<file path="src/design/sio_map.vh">
`ifndef SIO_MAP_VH
`define SIO_MAP_VH
// ==========================================================
// Register byte addresses
`define SIO_A_IN_SEL 8'h00
`define SIO_A_FILT 8'h04
`define SIO_A_OUT_SEL 8'h08
`define SIO_A_SCAN 8'h0C
`define SIO_A_ACTIVE 8'h10
`define SIO_A_SET1 8'h14
`define SIO_A_SET2 8'h18
`define SIO_A_GATE 8'h1C
`define SIO_A_CNT1 8'h20
`define SIO_A_CNT2 8'h24
`define SIO_A_KNOB_A 8'h28
`define SIO_A_KNOB_B 8'h2C
`define SIO_A_FREQ 8'h30
`define SIO_A_PCTL 8'h34
`define SIO_A_DUTY 8'h38
`define SIO_A_INPUTS 8'h3C
// ==========================================================
// Input select field positions
`define SIO_IS_FILT_EN 15
`define SIO_IS_FILT_OFF 14
`define SIO_IS_CH2 13
`define SIO_IS_CH1 12
`define SIO_IS_QUAD 11
`define SIO_IS_SPEED 10
`define SIO_IS_I2_FALL 7
`define SIO_IS_I2_RISE 6
`define SIO_IS_I1_FALL 3
`define SIO_IS_I1_RISE 2
`define SIO_IS_RSV9 9
`define SIO_IS_RSV8 8
`define SIO_IS_RSV5 5
`define SIO_IS_RSV4 4
`define SIO_IS_HSC 2'h3
`define SIO_IS_INT 2'h1
// ==========================================================
// Output select codes
`define SIO_OS_CWCCW 3'h3
`define SIO_OS_PLSDIR 3'h7
`define SIO_OS_PWM 3'h1
// ==========================================================
// Values and limits
`define SIO_FILT_DEFAULT 4'hA
`define SIO_KNOB_MAX 10'h3E8
`define SIO_FREQ_MIN 13'h0032
`define SIO_FREQ_MAX 13'h1388
`define SIO_DUTY_MAX 7'h64
`define SIO_WIN_STEP_MS 4'hA
`define SIO_RESP_OK 2'h0
`define SIO_RESP_ERR 2'h2
`endif

</file>
<file path="src/design/sio_input_filter.v">
`timescale 1ns/1ps
`include "sio_map.vh"
module sio_input_filter #(
  parameter N = 8
) (
  input wire clk_i,
  input wire rst_n_i,
  input wire tick_ms_i,
  input wire [3:0] delay_ms_i,
  input wire [N-1:0] raw_i,
  output wire [N-1:0] filt_o
);
  // ==========================================================
  // Per-input delay filter
  genvar g;
  generate
    for (g = 0; g < N; g = g + 1) begin : g_bit
      reg [3:0] cnt_q;
      reg out_q;
      assign filt_o[g] = out_q;
      // Same delay for rising and falling change; a bounce restarts it
      always @(posedge clk_i) begin
        if (!rst_n_i) begin
          cnt_q <= 4'h0;
          out_q <= 1'b0;
        end else if (raw_i[g] == out_q) begin
          cnt_q <= 4'h0;
        end else if (delay_ms_i == 4'h0) begin
          out_q <= raw_i[g];
        end else if (tick_ms_i) begin
          if (cnt_q + 4'h1 >= delay_ms_i) begin
            out_q <= raw_i[g];
            cnt_q <= 4'h0;
          end else begin
            cnt_q <= cnt_q + 4'h1;
          end
        end
      end
    end
  endgenerate
endmodule

</file>
<file path="src/design/sio_count_channel.v">
`timescale 1ns/1ps
`include "sio_map.vh"
module sio_count_channel (
  input wire clk_i,
  input wire rst_n_i,
  input wire tick_ms_i,
  input wire enable_i,
  input wire speed_i,
  input wire gate_i,
  input wire count_edge_i,
  input wire reset_in_i,
  input wire [15:0] set_i,
  output wire [15:0] value_o
);
  // ==========================================================
  // Up ring counter or windowed speed counter
  reg [15:0] cnt_q;
  reg [15:0] hold_q;
  reg [10:0] win_q;
  wire [10:0] win_len = {4'h0, set_i[6:0]} * {7'h00, `SIO_WIN_STEP_MS};
  wire run = enable_i & gate_i;
  assign value_o = speed_i ? hold_q : cnt_q;
  always @(posedge clk_i) begin
    if (!rst_n_i || !run) begin
      cnt_q <= 16'h0000;
      hold_q <= 16'h0000;
      win_q <= 11'h000;
    end else if (speed_i) begin
      // Window closes on the ms tick; the edge in that cycle counts in the closing window
      if (tick_ms_i && win_q + 11'h001 >= win_len) begin
        hold_q <= cnt_q + {15'h0000, count_edge_i};
        cnt_q <= 16'h0000;
        win_q <= 11'h000;
      end else begin
        if (tick_ms_i) begin
          win_q <= win_q + 11'h001;
        end
        if (count_edge_i) begin
          cnt_q <= cnt_q + 16'h0001;
        end
      end
    end else if (reset_in_i) begin
      cnt_q <= 16'h0000;
    end else if (count_edge_i) begin
      // Ring at the set value; zero set value runs free over 16 bits
      if (set_i != 16'h0000 && cnt_q + 16'h0001 >= set_i) begin
        cnt_q <= 16'h0000;
      end else begin
        cnt_q <= cnt_q + 16'h0001;
      end
    end
  end
endmodule

</file>
<file path="src/design/sio_mode_ctrl.v">
// The AXI4-Lite slave port and the address map were decided locally.
`timescale 1ns/1ps
`include "sio_map.vh"
module sio_mode_ctrl #(
  parameter CLK_HZ = 40000000,
  parameter MS_CYCLES = 40000
) (
  input wire clk_i,
  input wire rst_n_i,
  input wire [7:0] s_axi_awaddr,
  input wire s_axi_awvalid,
  output wire s_axi_awready,
  input wire [31:0] s_axi_wdata,
  input wire [3:0] s_axi_wstrb,
  input wire s_axi_wvalid,
  output wire s_axi_wready,
  output reg [1:0] s_axi_bresp,
  output reg s_axi_bvalid,
  input wire s_axi_bready,
  input wire [7:0] s_axi_araddr,
  input wire s_axi_arvalid,
  output wire s_axi_arready,
  output reg [31:0] s_axi_rdata,
  output reg [1:0] s_axi_rresp,
  output reg s_axi_rvalid,
  input wire s_axi_rready,
  input wire [7:0] fast_input_i,
  input wire [9:0] analog_knob_a_i,
  input wire [9:0] analog_knob_b_i,
  output wire [7:0] filtered_input_o,
  output reg routine3_start_o,
  output reg routine4_start_o,
  output reg pulse_out_point_0_o,
  output reg pulse_out_point_1_o
);
  // ==========================================================
  // Millisecond tick
  reg [31:0] div_q;
  reg tick_ms_q;
  always @(posedge clk_i) begin
    if (!rst_n_i || div_q == MS_CYCLES - 1) begin
      div_q <= 32'h0000_0000;
    end else begin
      div_q <= div_q + 32'h0000_0001;
    end
    tick_ms_q <= rst_n_i && div_q == MS_CYCLES - 1;
  end

  // ==========================================================
  // Pin synchronisers and edge history
  reg [7:0] meta_q;
  reg [7:0] sync_q;
  reg [7:0] prev_q;
  always @(posedge clk_i) begin
    if (!rst_n_i) begin
      meta_q <= 8'h00;
      sync_q <= 8'h00;
      prev_q <= 8'h00;
    end else begin
      meta_q <= fast_input_i;
      sync_q <= meta_q;
      prev_q <= sync_q;
    end
  end
  wire [7:0] rise = sync_q & ~prev_q;
  wire [7:0] fall = ~sync_q & prev_q;

  // ==========================================================
  // Software registers
  reg [15:0] in_sel_q;
  reg [15:0] filt_q;
  reg [15:0] out_sel_q;
  reg [15:0] set1_q;
  reg [15:0] set2_q;
  reg [1:0] gate_q;
  reg [12:0] freq_q;
  reg [1:0] pctl_q;
  reg [6:0] duty_q;
  reg scan_done_q;
  reg [15:0] act_in_q;
  reg [15:0] act_filt_q;
  reg [15:0] act_out_q;

  // ==========================================================
  // AXI4-Lite write channel: address and data in either order
  reg aw_held_q;
  reg w_held_q;
  reg [7:0] awaddr_q;
  reg [31:0] wdata_q;
  reg [3:0] wstrb_q;
  assign s_axi_awready = !aw_held_q && !s_axi_bvalid;
  assign s_axi_wready = !w_held_q && !s_axi_bvalid;
  wire aw_ok = aw_held_q || (s_axi_awvalid && s_axi_awready);
  wire w_ok = w_held_q || (s_axi_wvalid && s_axi_wready);
  wire [7:0] wa = aw_held_q ? awaddr_q : s_axi_awaddr;
  wire [31:0] wd = w_held_q ? wdata_q : s_axi_wdata;
  wire [3:0] ws = w_held_q ? wstrb_q : s_axi_wstrb;
  wire do_wr = aw_ok && w_ok && !s_axi_bvalid;
  wire [15:0] wd16 = {ws[1] ? wd[15:8] : 8'h00, ws[0] ? wd[7:0] : 8'h00};
  wire [15:0] wm16 = {{8{ws[1]}}, {8{ws[0]}}};
  reg wr_hit;
  always @* begin
    case (wa)
      `SIO_A_IN_SEL, `SIO_A_FILT, `SIO_A_OUT_SEL, `SIO_A_SCAN,
      `SIO_A_SET1, `SIO_A_SET2, `SIO_A_GATE, `SIO_A_FREQ,
      `SIO_A_PCTL, `SIO_A_DUTY: wr_hit = 1'b1;
      default: wr_hit = 1'b0;
    endcase
  end

  // Register writes; first-scan latch of the active configuration
  always @(posedge clk_i) begin
    if (!rst_n_i) begin
      aw_held_q <= 1'b0;
      w_held_q <= 1'b0;
      awaddr_q <= 8'h00;
      wdata_q <= 32'h0000_0000;
      wstrb_q <= 4'h0;
      s_axi_bvalid <= 1'b0;
      s_axi_bresp <= `SIO_RESP_OK;
      in_sel_q <= 16'h0000;
      filt_q <= 16'h0000;
      out_sel_q <= 16'h0000;
      set1_q <= 16'h0000;
      set2_q <= 16'h0000;
      gate_q <= 2'h0;
      freq_q <= `SIO_FREQ_MIN;
      pctl_q <= 2'h0;
      duty_q <= 7'h00;
      scan_done_q <= 1'b0;
      act_in_q <= 16'h0000;
      act_filt_q <= 16'h0000;
      act_out_q <= 16'h0000;
    end else begin
      if (s_axi_awvalid && s_axi_awready && !do_wr) begin
        aw_held_q <= 1'b1;
        awaddr_q <= s_axi_awaddr;
      end
      if (s_axi_wvalid && s_axi_wready && !do_wr) begin
        w_held_q <= 1'b1;
        wdata_q <= s_axi_wdata;
        wstrb_q <= s_axi_wstrb;
      end
      if (s_axi_bvalid && s_axi_bready) begin
        s_axi_bvalid <= 1'b0;
      end
      if (do_wr) begin
        aw_held_q <= 1'b0;
        w_held_q <= 1'b0;
        s_axi_bvalid <= 1'b1;
        s_axi_bresp <= wr_hit ? `SIO_RESP_OK : `SIO_RESP_ERR;
        case (wa)
          `SIO_A_IN_SEL: in_sel_q <= (in_sel_q & ~wm16) | wd16;
          `SIO_A_FILT: filt_q <= (filt_q & ~wm16) | wd16;
          `SIO_A_OUT_SEL: out_sel_q <= (out_sel_q & ~wm16) | wd16;
          `SIO_A_SCAN: if (ws[0] && wd[0]) scan_done_q <= 1'b1;
          `SIO_A_SET1: set1_q <= (set1_q & ~wm16) | wd16;
          `SIO_A_SET2: set2_q <= (set2_q & ~wm16) | wd16;
          `SIO_A_GATE: if (ws[0]) gate_q <= wd[1:0];
          `SIO_A_FREQ: freq_q <= ((freq_q & ~wm16[12:0]) | wd16[12:0]);
          `SIO_A_PCTL: if (ws[0]) pctl_q <= wd[1:0];
          `SIO_A_DUTY: if (ws[0]) duty_q <= wd[6:0];
          default: ;
        endcase
      end
      // Active set follows the registers until the first scan ends
      if (!scan_done_q) begin
        act_in_q <= in_sel_q;
        act_filt_q <= filt_q;
        act_out_q <= out_sel_q;
      end
    end
  end

  // ==========================================================
  // Mode decode from the latched selections
  wire filt_en = act_in_q[`SIO_IS_FILT_EN] & ~act_in_q[`SIO_IS_FILT_OFF] &
    ~act_in_q[`SIO_IS_RSV9] & ~act_in_q[`SIO_IS_RSV8] &
    ~act_in_q[`SIO_IS_RSV5] & ~act_in_q[`SIO_IS_RSV4];
  wire [3:0] filt_ms = filt_en ? act_filt_q[3:0] :
    `SIO_FILT_DEFAULT;
  wire fast_counter = act_in_q[1:0] == `SIO_IS_HSC;
  wire speed = act_in_q[`SIO_IS_SPEED];
  wire quad = fast_counter & act_in_q[`SIO_IS_QUAD] & ~speed;
  wire ch1 = fast_counter & ~act_in_q[`SIO_IS_QUAD] & act_in_q[`SIO_IS_CH1];
  wire ch2 = fast_counter & ~act_in_q[`SIO_IS_QUAD] & act_in_q[`SIO_IS_CH2];
  wire intm = act_in_q[1:0] == `SIO_IS_INT;
  wire int1 = intm & act_in_q[`SIO_IS_CH1];
  wire int2 = intm & act_in_q[`SIO_IS_CH2];
  wire os_clean = act_out_q[12:3] == 10'h000;
  wire p_cw = os_clean & act_out_q[2:0] == `SIO_OS_CWCCW;
  wire p_pd = os_clean & act_out_q[2:0] == `SIO_OS_PLSDIR;
  wire p_pwm = os_clean & act_out_q[2:0] == `SIO_OS_PWM;

  // ==========================================================
  // Input filter on the first eight inputs
  sio_input_filter #(.N(8)) u_filter (
    .clk_i(clk_i),
    .rst_n_i(rst_n_i),
    .tick_ms_i(tick_ms_q),
    .delay_ms_i(filt_ms),
    .raw_i(sync_q),
    .filt_o(filtered_input_o)
  );

  // ==========================================================
  // Single phase counters; inputs bypass the filter to keep 5 kHz
  wire [15:0] val1;
  wire [15:0] val2;
  sio_count_channel u_ch1 (
    .clk_i(clk_i),
    .rst_n_i(rst_n_i),
    .tick_ms_i(tick_ms_q),
    .enable_i(ch1),
    .speed_i(speed),
    .gate_i(gate_q[0]),
    .count_edge_i(rise[0]),
    .reset_in_i(sync_q[2]),
    .set_i(set1_q),
    .value_o(val1)
  );
  sio_count_channel u_ch2 (
    .clk_i(clk_i),
    .rst_n_i(rst_n_i),
    .tick_ms_i(tick_ms_q),
    .enable_i(ch2),
    .speed_i(speed),
    .gate_i(gate_q[1]),
    .count_edge_i(rise[1]),
    .reset_in_i(sync_q[3]),
    .set_i(set2_q),
    .value_o(val2)
  );

  // ==========================================================
  // Quadrature counter, four counts per cycle
  reg [31:0] quad_q;
  wire q_step = (sync_q[0] ^ prev_q[0]) ^ (sync_q[1] ^ prev_q[1]);
  wire q_up = sync_q[0] ^ prev_q[1];
  always @(posedge clk_i) begin
    if (!rst_n_i || !quad || !gate_q[0] || sync_q[2]) begin
      quad_q <= 32'h0000_0000;
    end else if (q_step) begin
      quad_q <= q_up ? quad_q + 32'h0000_0001 :
        quad_q - 32'h0000_0001;
    end
  end

  // ==========================================================
  // Interrupt inputs start routines 3 and 4 on chosen edges
  always @(posedge clk_i) begin
    if (!rst_n_i) begin
      routine3_start_o <= 1'b0;
      routine4_start_o <= 1'b0;
    end else begin
      routine3_start_o <= int1 &
        ((act_in_q[`SIO_IS_I1_RISE] & rise[2]) |
         (act_in_q[`SIO_IS_I1_FALL] & fall[2]));
      routine4_start_o <= int2 &
        ((act_in_q[`SIO_IS_I2_RISE] & rise[3]) |
         (act_in_q[`SIO_IS_I2_FALL] & fall[3]));
    end
  end

  // ==========================================================
  // Knob readout, clamped so a full-scale converter shows 1000
  reg [9:0] knob_a_q;
  reg [9:0] knob_b_q;
  always @(posedge clk_i) begin
    if (!rst_n_i) begin
      knob_a_q <= 10'h000;
      knob_b_q <= 10'h000;
    end else begin
      knob_a_q <= analog_knob_a_i > `SIO_KNOB_MAX ? `SIO_KNOB_MAX :
        analog_knob_a_i;
      knob_b_q <= analog_knob_b_i > `SIO_KNOB_MAX ? `SIO_KNOB_MAX :
        analog_knob_b_i;
    end
  end

  // ==========================================================
  // Pulse train: modulo accumulator toggles at twice the frequency
  wire [12:0] freq = freq_q < `SIO_FREQ_MIN ? `SIO_FREQ_MIN :
    freq_q > `SIO_FREQ_MAX ? `SIO_FREQ_MAX : freq_q;
  reg [31:0] acc_q;
  reg ptog_q;
  wire [31:0] acc_n = acc_q + {18'h00000, freq, 1'b0};
  always @(posedge clk_i) begin
    if (!rst_n_i || !(p_cw | p_pd) || !pctl_q[0]) begin
      acc_q <= 32'h0000_0000;
      ptog_q <= 1'b0;
    end else if (acc_n >= CLK_HZ) begin
      acc_q <= acc_n - CLK_HZ;
      ptog_q <= ~ptog_q;
    end else begin
      acc_q <= acc_n;
    end
  end

  // ==========================================================
  // Duty output: 100 one-ms steps per period
  reg [6:0] step_q;
  wire [6:0] duty = duty_q > `SIO_DUTY_MAX ? `SIO_DUTY_MAX : duty_q;
  always @(posedge clk_i) begin
    if (!rst_n_i || !p_pwm) begin
      step_q <= 7'h00;
    end else if (tick_ms_q) begin
      step_q <= step_q + 7'h01 >= `SIO_DUTY_MAX ? 7'h00 : step_q + 7'h01;
    end
  end

  // Output points; pulse and duty never share a point at once
  always @(posedge clk_i) begin
    if (!rst_n_i) begin
      pulse_out_point_0_o <= 1'b0;
      pulse_out_point_1_o <= 1'b0;
    end else if (p_cw) begin
      pulse_out_point_0_o <= ptog_q & ~pctl_q[1];
      pulse_out_point_1_o <= ptog_q & pctl_q[1];
    end else if (p_pd) begin
      pulse_out_point_0_o <= ptog_q;
      pulse_out_point_1_o <= pctl_q[1];
    end else begin
      pulse_out_point_0_o <= p_pwm & (step_q < duty);
      pulse_out_point_1_o <= 1'b0;
    end
  end

  // ==========================================================
  // AXI4-Lite read channel, one cycle after the address
  assign s_axi_arready = !s_axi_rvalid;
  always @(posedge clk_i) begin
    if (!rst_n_i) begin
      s_axi_rvalid <= 1'b0;
      s_axi_rdata <= 32'h0000_0000;
      s_axi_rresp <= `SIO_RESP_OK;
    end else if (s_axi_arvalid && s_axi_arready) begin
      s_axi_rvalid <= 1'b1;
      s_axi_rresp <= `SIO_RESP_OK;
      case (s_axi_araddr)
        `SIO_A_IN_SEL: s_axi_rdata <= {16'h0000, in_sel_q};
        `SIO_A_FILT: s_axi_rdata <= {16'h0000, filt_q};
        `SIO_A_OUT_SEL: s_axi_rdata <= {16'h0000, out_sel_q};
        `SIO_A_SCAN: s_axi_rdata <= {31'h0000_0000, scan_done_q};
        `SIO_A_ACTIVE: s_axi_rdata <= {act_out_q, act_in_q};
        `SIO_A_SET1: s_axi_rdata <= {16'h0000, set1_q};
        `SIO_A_SET2: s_axi_rdata <= {16'h0000, set2_q};
        `SIO_A_GATE: s_axi_rdata <= {30'h0000_0000, gate_q};
        `SIO_A_CNT1: s_axi_rdata <= quad ? quad_q : {16'h0000, val1};
        `SIO_A_CNT2: s_axi_rdata <= {16'h0000, val2};
        `SIO_A_KNOB_A: s_axi_rdata <= {22'h000000, knob_a_q};
        `SIO_A_KNOB_B: s_axi_rdata <= {22'h000000, knob_b_q};
        `SIO_A_FREQ: s_axi_rdata <= {19'h00000, freq_q};
        `SIO_A_PCTL: s_axi_rdata <= {30'h0000_0000, pctl_q};
        `SIO_A_DUTY: s_axi_rdata <= {25'h0000000, duty_q};
        `SIO_A_INPUTS: s_axi_rdata <= {16'h0000, sync_q, filtered_input_o};
        default: begin
          s_axi_rdata <= 32'h0000_0000;
          s_axi_rresp <= `SIO_RESP_ERR;
        end
      endcase
    end else if (s_axi_rready) begin
      s_axi_rvalid <= 1'b0;
    end
  end
endmodule

</file>
<file path="config.mk">
export PLATFORM = sky130hd
export DESIGN_NAME = sio_mode_ctrl
export DESIGN_NICKNAME = d
export VERILOG_FILES = /design/src/design/sio_input_filter.v /design/src/design/sio_count_channel.v /design/src/design/sio_mode_ctrl.v
export VERILOG_INCLUDE_DIRS = /design/src /design/src/design
export SDC_FILE = /design/constraint.sdc
export NUM_CORES = 1
export LEC_CHECK = 0
export ABC_AREA = 1
export BUFFER_PORTS_ARGS = -buffer_cell sky130_fd_sc_hd__buf_2
export CORE_MARGIN = 5
export CORE_UTILIZATION = 50
export DETAILED_ROUTE_END_ITERATION = 6
export PLACE_DENSITY = 0.67
export SYNTH_ARGS = -nofsm -noshare
export SYNTH_HDL_FRONTEND = slang
export SYNTH_HIERARCHICAL = 1
export SYNTH_SLANG_ARGS = --single-unit
</file>
<file path="constraint.sdc">
create_clock -name clk_i -period 5 [get_ports clk_i]
set_input_delay 1 -clock clk_i [delete_from_list [all_inputs] [get_ports clk_i]]
set_output_delay 1 -clock clk_i [all_outputs]
set_load 0.05 [all_outputs]
</file>
==> results_dict.tcl, run 1 <==
set metrics [dict create \
    cts_buffer_depth 3 \
    tns_ps 0 \
    arrival_ps 4930 \
    htree_levels 2 \
    drc 12 \
    crit_slowest_cell "dfxtp_1" \
    synth-xor-area-share_pct 3.95 \
    seq_area_mm2 0.00959 \
    yosys.area_share.simple_pct 28.2 \
    fp.dieH_um 252 \
    place.gp.congestion 1.03 \
    grt_pass1_vias 24965 \
    grt-ovfl-total 0 \
    critPathKind "reg -> reg" \
    io_buffers 119 \
    antenna_left 0 \
    worst_ep_required_time_ps 5560 \
    grt_pass1_wl_mm 138 \
    drtIter0Drc 2692 \
    dp_hpwl_mm 66.1 \
    holdBufCountCts 0 \
    netlist_top_cells_area "dfxtp_1, nand2_1, ha_1" \
    clock_latency_ps 630 \
    async_reset_ff_share_pct 0 \
    vias_per_cell 5.38 \
    multi_input_area_mm2 0.0168 \
    synth_common_cells "nand2_1, inv_1, nor2_1, dfxtp_1, a21oi_1" \
    synth_edf_count 0 \
    cts_tree "yes" \
    synth_top_family_by_area "simple AND/OR/NAND/NOR gates" \
    syn_to_final_growth_pct 10.5 \
    core_mm2 0.0578 \
    syn-cell-area_mm2 0.0292 \
    rsz0062_at_grt "no" \
    yosys_register_bits 479 \
    ys.flop_type "dfxtp_1" \
    hold_viol_final 0 \
    worstMarginPinSlew_ps 1380 \
    slew_viol_final 0 \
    wirelength_mm 88.4 \
    synth.yosys.seq_area_share_pct 32.8 \
    drt-pass1-iter-count 7 \
    critPathBufInv 1 \
    power_mw 8.91 \
    drive_gt1_share_pct 9.34 \
    crit_fanout 33 \
    clkSinkCount 479 \
    yosys.area.top_type_share_pct 32.8 \
    power.leakage_nw 14.3 \
    violations "design-rule violations" \
    ys_types 67 \
    vias 27926 \
    startpoint_type "flop" \
    syn-instance-count 4311 \
    antenna_found_initial 1 \
    power_density_mw_per_mm2 276 \
    synth-compound-area-share_pct 17.1 \
    nFillCells 5709 \
    status "finished with violations" \
    dieArea_mm2 0.0634 \
    die_x_um 252 \
    ios 140 \
    yosys.area_share.adder_pct 7.77 \
    synth.mux.area_fraction_pct 0.0685 \
    cp-end-kind "flop" \
    root_buffer "clkbuf_16" \
    grt_max_degree 106 \
    r2r_setup_slack_ps 620 \
    setup_viol_count_final 0 \
    relSlewSlack_pct 6.91 \
    initial_core_util_pct 50.6 \
    ys.warnings.count 6 \
    cpMostUsedCell "nand2_1" \
    fin_nets 4645 \
    cp_top_family "simple AND/OR/NAND/NOR gates" \
    cts_buffers 54 \
    cts.clk_slew.worst_paths_ps 60 \
    yosys.area.top_type "dfxtp_1" \
    syn_avg_cell_area_um2 6.78 \
    synth_most_common_cell "nand2_1" \
    slowest_delay_ps 410 \
    n_antenna_cell 0 \
    period_needed_ps 4380 \
    grt_usage_pct 26.6 \
    finalCritPeriodShare_pct 87.5 \
    rows 88 \
    hold_path_class "reg -> reg" \
    wl_per_cell_um 17.1 \
    vdd_ir_drop_max_uv 282 \
    cap_violations 0 \
    finClkSkew_ps 16.1 \
    fmax_mhz 228 \
]
[final cells by class]
cell class | count | share of cell area, %
repair buffers | 157 | 2.75
multi-input cells | 3098 | 51.9
clock inverters | 25 | 0.984
clock buffers | 74 | 4.89
inverters | 589 | 6.85
flip-flops and latches | 479 | 29.7
well taps | 765 | 2.96
[layout by cell type, fill, tap and decap left out, types with 11 or more instances in the layout]
cell	count
o21ai_1	11
nor2_1	486
o22ai_1	24
or2_2	14
nor4_1	12
buf_4	38
nor2_4	12
inv_2	22
nand3_1	251
nand2_1	890
nand4_1	52
xor2_1	105
buf_2	118
o21ai_0	326
ha_1	175
nor2_2	18
clkbuf_16	55
nor3_1	54
inv_1	560
dfxtp_1	477
nand2_2	32
xnor2_1	21
clkbuf_8	13
o211ai_1	21
nor3_2	12
a221oi_1	21
a21oi_1	402
a211oi_1	14
[routing by layer]
metal	track usage, %	routed length, um
met3	5.64	7550
met1	38.7	41300
met5	0	0
met2	40.0	37100
met4	7.33	2480
[worst min-delay path: stages (launching register included)]
cell and delay, ps:
dfxtp_1 300, nand2_1 50, inv_1 40
[final timing paths]
kind | start | end | cells past startpoint
setup / recovery | flop | acc_q[31]$_SDFF_PP0_ | 30
hold / removal | meta_q[3]$_SDFF_PN0_ | sync_q[3]$_SDFF_PN0_ | 2
setup reg to reg | flop | acc_q[31]$_SDFF_PP0_ | 30
hold reg to reg | meta_q[3]$_SDFF_PN0_ | sync_q[3]$_SDFF_PN0_ | 2
[metrics by stage]
stage / utilization (%) / setup WS (ps) / hold slack, ps / cells / cell area, um^2
4_1_cts: 55.9 / 518 / 419 / 5187 / 32300
3_5_place_dp: 52.6 / 539 / 399 / 5088 / 30400
6_report: 55.9 / 623 / 419 / 5187 / 32300
3_3_place_gp: 52.6 / 630 / 407 / 5088 / 30400
5_1_grt: 55.9 / 83.0 / 442 / 5187 / 32300
2_1_floorplan: - / 1180 / 390 / 4312 / 29200
[power breakdown]
part / total, mW / internal, mW / switching (mW)
clock: 4.23 / 2.52 / 1.71
sequential: 3.94 / 3.89 / 0.0513
combinational: 0.740 / 0.190 / 0.550
total: 8.91 / 6.60 / 2.31
[repair_timing]
action | 4_1_cts | 5_1_grt
resized for setup | 0 | 1
endpoints found under the hold margin | 0 | 0
buffers inserted | 0 | 0
endpoints found under the setup margin | 0 | 1
[logic make-up (layout without fill, tap and decap cells)]
logic type | count (synthesis) | count (layout)
AO/OA/AOI/OAI | 900 | 900
XOR/XNOR | 130 | 130
adder cells (fa/ha/maj) | 179 | 179
buffers and inverters | 735 | 845
flip-flops | 479 | 479
multiplexers | 2 | 2
other | 1 | 2
AND/OR/NAND/NOR | 1885 | 1885
(Power assumes the default switching activity.)
==> inputs of run 2 (changes only) <==
Settings changed: REMOVE_ABC_BUFFERS set to 1.
==> results_dict.tcl, run 2 (same netlist as run 1, synthesis figures left out) <==
set metrics [dict create \
    worst_slack_ps 552 \
    drtIter0Drc 2696 \
    hold_path_class "reg -> reg" \
    cts.clk_slew.worst_paths_ps 60 \
    vias 28176 \
    wirelength_mm 90.7 \
    worstMarginPinSlew_ps 1230 \
    cts_buffers 53 \
    r2r-end "acc_q[14]$_SDFF_PP0_" \
    cts_tree "yes" \
    grt_pass1_wl_mm 141 \
    antenna_left 0 \
    layout_commonest_cell "nand2_1" \
    fp.dieH_um 252 \
    pwr-share-comb_pct 8.9 \
    rsz0062_at_grt "no" \
    r2r_setup_slack_ps 550 \
    placed_area_mm2 0.0304 \
    worst_hold_slack_ps 410 \
    cpMostUsedCell "nand2_1" \
    grt_pass1_vias 25331 \
    cts_repair_resize_count 0 \
    die_x_um 252 \
    root_buffer "clkbuf_16" \
    cap_violations 0 \
    drive_gt1_share_pct 9.35 \
    worst_ep_required_time_ps 5550 \
    dieArea_mm2 0.0634 \
    initial_core_util_pct 50.6 \
    power_switching_mw 2.31 \
    hold_viol_final 0 \
    dp_hpwl_mm 67.1 \
    slew_viol_final 0 \
    holdBufCountCts 0 \
    p_clk_share_pct 46.3 \
    r2r_cells 33 \
    hold_depth 2 \
    holdPathEnd "sync_q[3]$_SDFF_PN0_" \
    post_cts_buffers 0 \
    tns_ps 0 \
    ios 140 \
    finalCritPeriodShare_pct 89.0 \
    fmax_mhz 225 \
    min_from "meta_q[3]$_SDFF_PN0_" \
    period_needed_ps 4450 \
    vias_per_cell 5.42 \
    grt-ovfl-total 0 \
    syn_to_final_growth_pct 10.4 \
    drc 0 \
    clkSinkCount 479 \
    grt_usage_pct 27.4 \
    crit_slowest_cell "ha_1" \
    power.leakage_nw 14.3 \
    vdd_ir_drop_max_uv 242 \
    wl_per_cell_um 17.5 \
    setup_viol_count_final 0 \
    cts_buffer_depth 3 \
    layout_common_cells "nand2_1, inv_1, nor2_1" \
    power_density_mw_per_mm2 272 \
    dp_slack_ps 505 \
    crit_fanout 33 \
    relSlewSlack_pct 17.6 \
    final_area_mm2 0.0323 \
    slowest_delay_ps 330 \
    p_int_mw 6.48 \
    grt_max_degree 207 \
    clock_latency_ps 620 \
    antenna_found_initial 0 \
    arrival_ps 5000 \
    power_mw 8.79 \
    drt-pass1-iter-count 6 \
    htree_levels 2 \
    startpoint_type "flop" \
    n_antenna_cell 0 \
    critPathKind "reg -> reg" \
    rows 88 \
    seq_power_share_pct 44.8 \
    core_mm2 0.0578 \
    io_buffers 119 \
    status "complete, no violations" \
    fin_nets 4651 \
    swShare_pct 26.3 \
    cp-end-kind "flop" \
    place.gp.congestion 0.996 \
    finClkSkew_ps 23.5 \
]
## run 2: cell count changes in the layout (fill, tap and decap cells not counted), moves of 2 or more
cell	delta
buf_4	+6
bufinv_16	-2
clkbuf_1	+7
clkbuf_8	-2
clkinv_8	-2
o21ai_0	-2
o21ai_1	+2
## run 2: metrics by stage
step / utilization, % / instances
floorplan: - / 4166
global placement: 52.7 / 5095
detailed placement: 52.7 / 5095
CTS: 55.8 / 5195
global route: 55.8 / 5195
finish: 55.8 / 5195
## run 2: routing by layer
metal	share of wire (%)	global-route usage, %
met4	3.7	8.97
met2	42	42.0
met5	0	0
met3	8.5	5.56
met1	46	38.8
## run 2: power groups by stage
stage	Clock, mW	Combinational [mW]	Sequential (mW)
after floorplan	0	0.418	4.04
after global placement	0	0.762	4.02
after detailed placement	0	0.767	4.02
after CTS	4.13	0.770	3.94
after global routing	4.28	0.852	3.94
final	4.06	0.783	3.94
## run 2: worst max-delay path: cells and delay by family (launching register included)
| family | cells | cell delay [ps] |
|---|---|---|
| flip-flops | 1 | 310 |
| AO/OA/AOI/OAI | 2 | 210 |
| buffers and inverters | 2 | 210 |
| AND/OR/NAND/NOR | 27 | 3150 |
| adder cells (fa/ha/maj) | 2 | 490 |
## run 2: how the worst max path moves through the flow
stage / end / slack [ps]
6_report: acc_q[14]$_SDFF_PP0_ / 550
5_1_grt: acc_q[11]$_SDFF_PP0_ / 20
4_1_cts: acc_q[14]$_SDFF_PP0_ / 480
3_5_place_dp: acc_q[14]$_SDFF_PP0_ / 510
3_3_place_gp: acc_q[11]$_SDFF_PP0_ / 600
2_1_floorplan: s_axi_rdata[14]$_SDFFE_PN0P_ / 1070
## run 2: final cells by class
type	instances	area, um^2
repair buffers	164	952
clock inverters	21	223
well taps	765	957
clock buffers	79	1580
multi-input cells	3098	16700
flip-flops and latches	479	9590
fillers	5760	25600
inverters	589	2210
